**src/verilog/fpet_pkg.sv**
```systemverilog
package fpet_pkg;

  // ----------------------------------------------------------------
  // Clock and timing generator range
  // ----------------------------------------------------------------
  localparam int unsigned CLK_FREQ_KHZ = 200000;   // System clock, 5 ns period
  localparam int unsigned TMR_FREQ_MIN_KHZ = 257;  // Lowest timing generator rate
  localparam int unsigned TMR_FREQ_MAX_KHZ = 476;  // Highest timing generator rate

  // Divider limits: highest rate rounds the ratio up, lowest rounds it down
  localparam logic [9:0] DIV_MIN =
    10'((CLK_FREQ_KHZ + TMR_FREQ_MAX_KHZ - 1) / TMR_FREQ_MAX_KHZ);
  localparam logic [9:0] DIV_MAX = 10'(CLK_FREQ_KHZ / TMR_FREQ_MIN_KHZ);
  localparam logic [9:0] DIV_RESET = 10'h000;

  // ----------------------------------------------------------------
  // Step durations in timing generator periods
  // ----------------------------------------------------------------
  localparam logic [13:0] WORD_PERIODS = 14'h001e;       // 30
  localparam logic [13:0] BLK_FIRST_PERIODS = 14'h0019;  // 25
  localparam logic [13:0] BLK_NEXT_PERIODS = 14'h0012;   // 18
  localparam logic [13:0] BLK_END_PERIODS = 14'h0006;    // 6
  localparam logic [13:0] MASS_PERIODS = 14'h2961;       // 10593
  localparam logic [13:0] SEG_PERIODS = 14'h12d3;        // 4819
  localparam logic [5:0] BLK_LAST_POS = 6'h3f;           // Position 63
  localparam logic [13:0] CNT_RESET = 14'h0000;
  localparam logic [5:0] POS_RESET = 6'h00;

  // Cumulative limits that the requesting side keeps
  localparam int unsigned MASS_CUM_MIN_MS = 20;
  localparam int unsigned PROG_CUM_MAX_MS = 10;

  // ----------------------------------------------------------------
  // Commands and states
  // ----------------------------------------------------------------
  typedef enum logic [1:0] {
    FPET_CMD_WORD = 2'b00,
    FPET_CMD_BLOCK = 2'b01,
    FPET_CMD_MASS = 2'b10,
    FPET_CMD_SEG = 2'b11
  } fpet_cmd_e;

  typedef enum logic [2:0] {
    FPET_IDLE = 3'b000,
    FPET_WORD = 3'b001,
    FPET_BLK_FIRST = 3'b010,
    FPET_BLK_NEXT = 3'b011,
    FPET_BLK_WAIT = 3'b100,
    FPET_BLK_END = 3'b101,
    FPET_MASS = 3'b110,
    FPET_SEG = 3'b111
  } fpet_state_e;

endpackage

```
**src/verilog/fpet_tick_div.sv**
```systemverilog
`timescale 1ns/1ps

// Timing generator: one-cycle tick every div clocks, ratio kept in range
module fpet_tick_div (
  input wire logic clk_i,          // System clock
  input wire logic reset_i,        // Synchronous reset
  input wire logic [9:0] div_i,    // Requested division ratio
  output logic tick_o              // One-cycle timing generator tick
);
  import fpet_pkg::*;

  typedef struct packed {
    logic [9:0] cnt;
    logic tick;
  } fpet_div_s;

  fpet_div_s r;
  fpet_div_s next_r;
  logic [9:0] ratio;

  // ----------------------------------------------------------------
  // Ratio clamp and count
  // ----------------------------------------------------------------
  // Out-of-range settings are pulled into the legal rate band
  always_comb begin
    if (div_i < DIV_MIN) begin
      ratio = DIV_MIN;
    end else if (div_i > DIV_MAX) begin
      ratio = DIV_MAX;
    end else begin
      ratio = div_i;
    end
    next_r = r;
    next_r.tick = 1'b0;
    if (r.cnt >= ratio - 10'h001) begin
      next_r.cnt = DIV_RESET;
      next_r.tick = 1'b1;
    end else begin
      next_r.cnt = r.cnt + 10'h001;
    end
  end

  // State register
  always_ff @(posedge clk_i) begin
    if (reset_i) begin
      r <= '{cnt: DIV_RESET, tick: 1'b0};
    end else begin
      r <= next_r;
    end
  end

  assign tick_o = r.tick;
endmodule

```
**src/verilog/fpet_seq.sv**
```systemverilog
`timescale 1ns/1ps

// ------------------------------------------------------------------
// ------------------------------------------------------------------
module fpet_seq (
  input wire logic clk_i,                 // 200 MHz system clock
  input wire logic reset_i,               // Synchronous reset, active high
  input wire logic [9:0] div_i,           // Timing generator division ratio
  input wire logic start_i,               // Request strobe, taken when idle
  input wire fpet_pkg::fpet_cmd_e cmd_i,  // Operation with the request
  input wire logic blk_next_i,            // Next block word is present
  input wire logic blk_end_i,             // Terminate the block program
  output logic busy_o,                    // Operation in progress
  output logic done_o,                    // Operation finished, one cycle
  output logic word_ack_o,                // Block word written, one cycle
  output logic blk_wait_o                 // Block waits for next word or end
);
  import fpet_pkg::*;

  typedef struct packed {
    fpet_state_e state;
    logic [13:0] cnt;
    logic [5:0] pos;
    logic busy;
    logic done;
    logic ack;
    logic wait_flag;
  } fpet_s;

  fpet_s r;
  fpet_s next_r;
  logic tick;
  logic last;

  // ----------------------------------------------------------------
  // Timing generator
  // ----------------------------------------------------------------
  // Period source for all timed steps
  fpet_tick_div u_div (
    .clk_i(clk_i),
    .reset_i(reset_i),
    .div_i(div_i),
    .tick_o(tick)
  );

  // ----------------------------------------------------------------
  // Sequencer
  // ----------------------------------------------------------------
  // Final period of the running step
  assign last = tick && (r.cnt == CNT_RESET);

  // Next-state logic for all operations
  always_comb begin
    next_r = r;
    next_r.done = 1'b0;
    next_r.ack = 1'b0;
    case (r.state)
      FPET_IDLE: begin
        if (start_i) begin
          next_r.busy = 1'b1;
          next_r.pos = POS_RESET;
          case (cmd_i)
            FPET_CMD_WORD: begin
              next_r.state = FPET_WORD;
              next_r.cnt = WORD_PERIODS - 14'h0001;
            end
            FPET_CMD_BLOCK: begin
              next_r.state = FPET_BLK_FIRST;
              next_r.cnt = BLK_FIRST_PERIODS - 14'h0001;
            end
            FPET_CMD_MASS: begin
              next_r.state = FPET_MASS;
              next_r.cnt = MASS_PERIODS - 14'h0001;
            end
            default: begin
              next_r.state = FPET_SEG;
              next_r.cnt = SEG_PERIODS - 14'h0001;
            end
          endcase
        end
      end
      FPET_WORD, FPET_MASS, FPET_SEG, FPET_BLK_END: begin
        if (last) begin
          next_r.state = FPET_IDLE;
          next_r.busy = 1'b0;
          next_r.done = 1'b1;
        end else if (tick) begin
          next_r.cnt = r.cnt - 14'h0001;
        end
      end
      FPET_BLK_FIRST, FPET_BLK_NEXT: begin
        if (last) begin
          next_r.ack = 1'b1;
          if (r.pos == BLK_LAST_POS) begin
            next_r.state = FPET_BLK_END;
            next_r.cnt = BLK_END_PERIODS - 14'h0001;
          end else begin
            next_r.state = FPET_BLK_WAIT;
            next_r.wait_flag = 1'b1;
          end
        end else if (tick) begin
          next_r.cnt = r.cnt - 14'h0001;
        end
      end
      FPET_BLK_WAIT: begin
        // Termination wins over a further word in the same cycle
        if (blk_end_i) begin
          next_r.state = FPET_BLK_END;
          next_r.cnt = BLK_END_PERIODS - 14'h0001;
          next_r.wait_flag = 1'b0;
        end else if (blk_next_i) begin
          next_r.state = FPET_BLK_NEXT;
          next_r.cnt = BLK_NEXT_PERIODS - 14'h0001;
          next_r.pos = r.pos + 6'h01;
          next_r.wait_flag = 1'b0;
        end
      end
      default: begin
        next_r.state = FPET_IDLE;
        next_r.busy = 1'b0;
      end
    endcase
  end

  // State register
  always_ff @(posedge clk_i) begin
    if (reset_i) begin
      r <= '{state: FPET_IDLE, cnt: CNT_RESET, pos: POS_RESET, busy: 1'b0,
             done: 1'b0, ack: 1'b0, wait_flag: 1'b0};
    end else begin
      r <= next_r;
    end
  end

  // Outputs come straight from the state register
  assign busy_o = r.busy;
  assign done_o = r.done;
  assign word_ack_o = r.ack;
  assign blk_wait_o = r.wait_flag;

  // Ticks seen since the current step began
  logic [13:0] h_ticks;
  always_ff @(posedge clk_i) begin
    if (reset_i || (next_r.state != r.state) || (r.state == FPET_BLK_WAIT)) begin
      h_ticks <= CNT_RESET;
    end else if (tick) begin
      h_ticks <= h_ticks + 14'h0001;
    end
  end
endmodule

```
**config.mk**
```make
export PLATFORM = sky130hd
export DESIGN_NAME = fpet_seq
export DESIGN_NICKNAME = d
export VERILOG_FILES = /design/src/verilog/fpet_pkg.sv /design/src/verilog/fpet_tick_div.sv /design/src/verilog/fpet_seq.sv
export SDC_FILE = /design/constraint.sdc
export NUM_CORES = 1
export LEC_CHECK = 0
export ABC_AREA = 1
export BUFFER_PORTS_ARGS = -buffer_cell sky130_fd_sc_hd__buf_2
export CAP_MARGIN = 0
export CELL_PAD_IN_SITES_DETAIL_PLACEMENT = 1
export CELL_PAD_IN_SITES_GLOBAL_PLACEMENT = 1
export CORE_ASPECT_RATIO = 1.1
export CORE_UTILIZATION = 43
export DETAILED_ROUTE_END_ITERATION = 16
export PLACE_DENSITY = 0.78
export SYNTH_ARGS = -nofsm -noshare
export SYNTH_HDL_FRONTEND = slang
export SYNTH_SLANG_ARGS = --single-unit
export TNS_END_PERCENT = 10
```
**constraint.sdc**
```tcl
create_clock -name clk_i -period 4.7 [get_ports clk_i]
set_clock_uncertainty 0.1 [all_clocks]
set_input_delay 0.94 -clock clk_i [delete_from_list [all_inputs] [get_ports clk_i]]
set_output_delay 0.94 -clock clk_i [all_outputs]
set_load 0.005 [all_outputs]
```
==> results_dict.tcl <==
set metrics [dict create \
    synthCells 422 \
    wl_um 7310 \
    initial_core_util_pct 45.2 \
    syn_avg_cell_area_sq_um 6.67 \
    overflow 0 \
    antenna_found_initial 0 \
    n_antenna_cell 0 \
    syn_to_final_growth_pct 9.69 \
    hold_viol_final 0 \
    syn_nets 459 \
    worstHoldPathType "reg -> reg" \
    grt_pass1_vias 2764 \
    endpoint_kind "register" \
    critical_path_class "in -> reg" \
    ant_nets 0 \
    cts_tree "built" \
    hold_start "busy_o$_SDFFE_PP0P_" \
    synth.area.mux_share_pct 0 \
    synth-adder-area-share_pct 8.89 \
    grt_pass1_wl_um 12500 \
    nets 480 \
    synthFlopType "dfxtp_1" \
    post-cts-setup-buffers 0 \
    drc 0 \
    vias 2769 \
    worst_pin_slew_ns 0.679 \
    grt_max_degree 19 \
    rsz0062_at_grt "no" \
    fin_tns_setup_ns 0 \
    synth_cell_types 38 \
    relSlewSlack_pct 54.7 \
    p_per_area_nw_per_um2 501 \
    synth_xor_area_share_pct 5.60 \
    r2r-start "r[10]$_SDFFE_PP0P_" \
    ys_ff_latch 38 \
    drive_gt1_share_pct 14.4 \
    dpl_cell_area_sq_um 2970 \
    p_leak_nw 1.45 \
    portBuffers 20 \
    setup_violations 0 \
    max_freq_ghz 0.251 \
    synth_top_family_by_area "simple AND/OR/NAND/NOR gates" \
    pin_count 21 \
    timing.hold.ws_ns 0.362 \
    grt_usage_pct 23.0 \
    synth_compound_area_share_pct 13.2 \
    min_period_ns 3.98 \
    synth_common_cells "85 x nand2_1, 65 x nor2_1, 49 x inv_1" \
    rows 30 \
    rr_worst_depth 11 \
    finalCritPeriodShare_pct 84.7 \
    dp_hpwl_um 5770 \
    ctsHoldBuffers 0 \
    finalInstanceArea_sq_um 3090 \
    insertion_delay_ns 0.29 \
    dp_slack_ns 0.428 \
    synth_simple_gate_area_share_pct 36.5 \
    synth_area_sq_um 2820 \
    synth_most_common_cell "nand2_1" \
    r2r_slack_ns 2.64 \
    worst_r2r_endpoint "r[14]$_SDFFE_PP0P_" \
    core_area_sq_um 6230 \
    cp-start-kind "input pin" \
    yosysWarnings 0 \
    vias_per_cell 5.28 \
    cts.clk_slew.worst_paths_ns 0.08 \
    min_to "busy_o$_SDFFE_PP0P_" \
    die_x_um 79.1 \
    maxCapViolCount 0 \
    ys_top_cells_by_area "dfxtp_1 27%, nand2_1 11%, ha_1 8.9%" \
    cts_resized 0 \
    synth_edf_count 0 \
    synth.largest_area_cell "dfxtp_1" \
    setup_ws_ns 0.720 \
    drt_iter0_drc 66 \
    cp.required_ns 4.83 \
    drv_slew 0 \
    yosysSeqAreaShare_pct 27.0 \
    fillers 857 \
    cts_made_buffers 5 \
    clock_path_buffers 2 \
    cts_sinks 38 \
    gp_congestion 0.839 \
    drt_pass1_iterations 4 \
    status "finished, final reports clean" \
    hold_depth 2 \
    fin_util_pct 49.6 \
    worstPathArrival_ns 4.11 \
    die_area_sq_um 6870 \
    cts_max_level 2 \
    yosys.area.top_type_share_pct 27.0 \
    dieHeight_um 86.9 \
    path_max_fanout 12 \
    routedWlPerCell_um 14.0 \
    synthArstFlopShare_pct 0 \
    cts_root_buffer "clkbuf_8" \
    ir_drop_mv 0.204 \
]
[logic make-up (layout without fill, tap and decap cells)]
logic type,Yosys count,in the layout
AOI/OAI and AO/OA,65,65
DFF,38,38
adders and majority gates,20,20
buffers and inverters,61,83
and+or+nand+nor,220,220
xor gates and xnor gates,18,18
[through the flow]
step,std cells,total power [mW]
after floorplan,422,1.10
after global placement,516,1.23
after detailed placement,516,1.27
after CTS,524,1.56
after global routing,524,1.68
final,524,1.55
[where the power goes]
part	total [mW]	switching, mW	internal (mW)	leakage (nW)
clock network	0.286	0.128	0.158	0.0504
logic	0.790	0.536	0.253	1.08
registers	0.471	0.0760	0.395	0.311
[routing by layer]
layer	vias up	global-route usage [%]	routed length [um]
met5	-	0	0
met4	0	8.10	135
met3	12	3.14	129
met2	27	42.1	3690
met1	1324	27.2	3360
li1	1406	-	-
[cells in the final DEF (no fill, tap or decap), types with 2 or more instances in the layout]
cell type   synthesis  final
nor4_1              2      2
clkbuf_8            0      5
o21a_1              3      3
inv_1              49     49
a21oi_1            28     28
or2_2               2      2
nand2_4             6      6
or2_1               2      2
xor2_1             14     14
o211ai_1            3      3
nand2_1            85     85
nand3b_1            3      3
nand2_2             7      7
nand4_1             7      7
nand3_2             2      2
nor2_4              3      3
nor2_2              5      5
dfxtp_1            38     38
o21ai_0            15     15
o21ai_1            10     10
nand3_1            22     22
inv_2               5      5
nor2_1             65     65
nor3_1              7      7
buf_2               0     20
ha_1               20     20
xnor2_1             4      4
clkinvlp_4          0      2
[state kept, by name, indices dropped and copies added, names as in the netlist]
signal and flops:
r 23, done_o 1, blk_wait_o 1, u_div.r 10, busy_o 1, u_div.tick_o 1
word_ack_o 1
[worst max-delay path by stage]
stage | from | endpoint | slack, ns | cells past startpoint
floorplan | div_i[6] | u_div.r[10]$_SDFF_PP0_ | 0.98 | 22
global placement | div_i[6] | u_div.r[10]$_SDFF_PP0_ | 0.69 | 21
detailed placement | div_i[6] | u_div.r[10]$_SDFF_PP0_ | 0.43 | 21
CTS | div_i[6] | u_div.r[10]$_SDFF_PP0_ | 0.73 | 21
global route | div_i[6] | u_div.r[10]$_SDFF_PP0_ | 0.27 | 21
finish | div_i[6] | u_div.r[10]$_SDFF_PP0_ | 0.72 | 21
[worst max-delay path, cell delays in order]
cell	delay, ns
buf_2	0.12
inv_1	0.08
nand2_1	0.06
nor2_1	0.13
nand3_1	0.09
nand2_1	0.29
inv_1	0.13
a21oi_1	0.20
ha_1	0.22
nand3_1	0.09
nor2_1	0.32
nand3_1	0.12
nand2_1	0.08
inv_1	0.04
ha_1	0.29
nand2_1	0.09
nor2_1	0.06
o211ai_1	0.09
nand4_1	0.13
or2_2	0.39
a21oi_1	0.13
[layout make-up]
cell class / count / area [sq um] / share of cell area, %
timing repair buffer: 20 / 100 / 3.24
tap: 80 / 100 / 3.24
clock buffer: 5 / 68.8 / 2.23
sequential: 38 / 761 / 24.6
inverter: 55 / 208 / 6.73
clock inverter: 3 / 45.0 / 1.46
multi-input combinational: 323 / 1810 / 58.5
(Power assumes the default switching activity.)
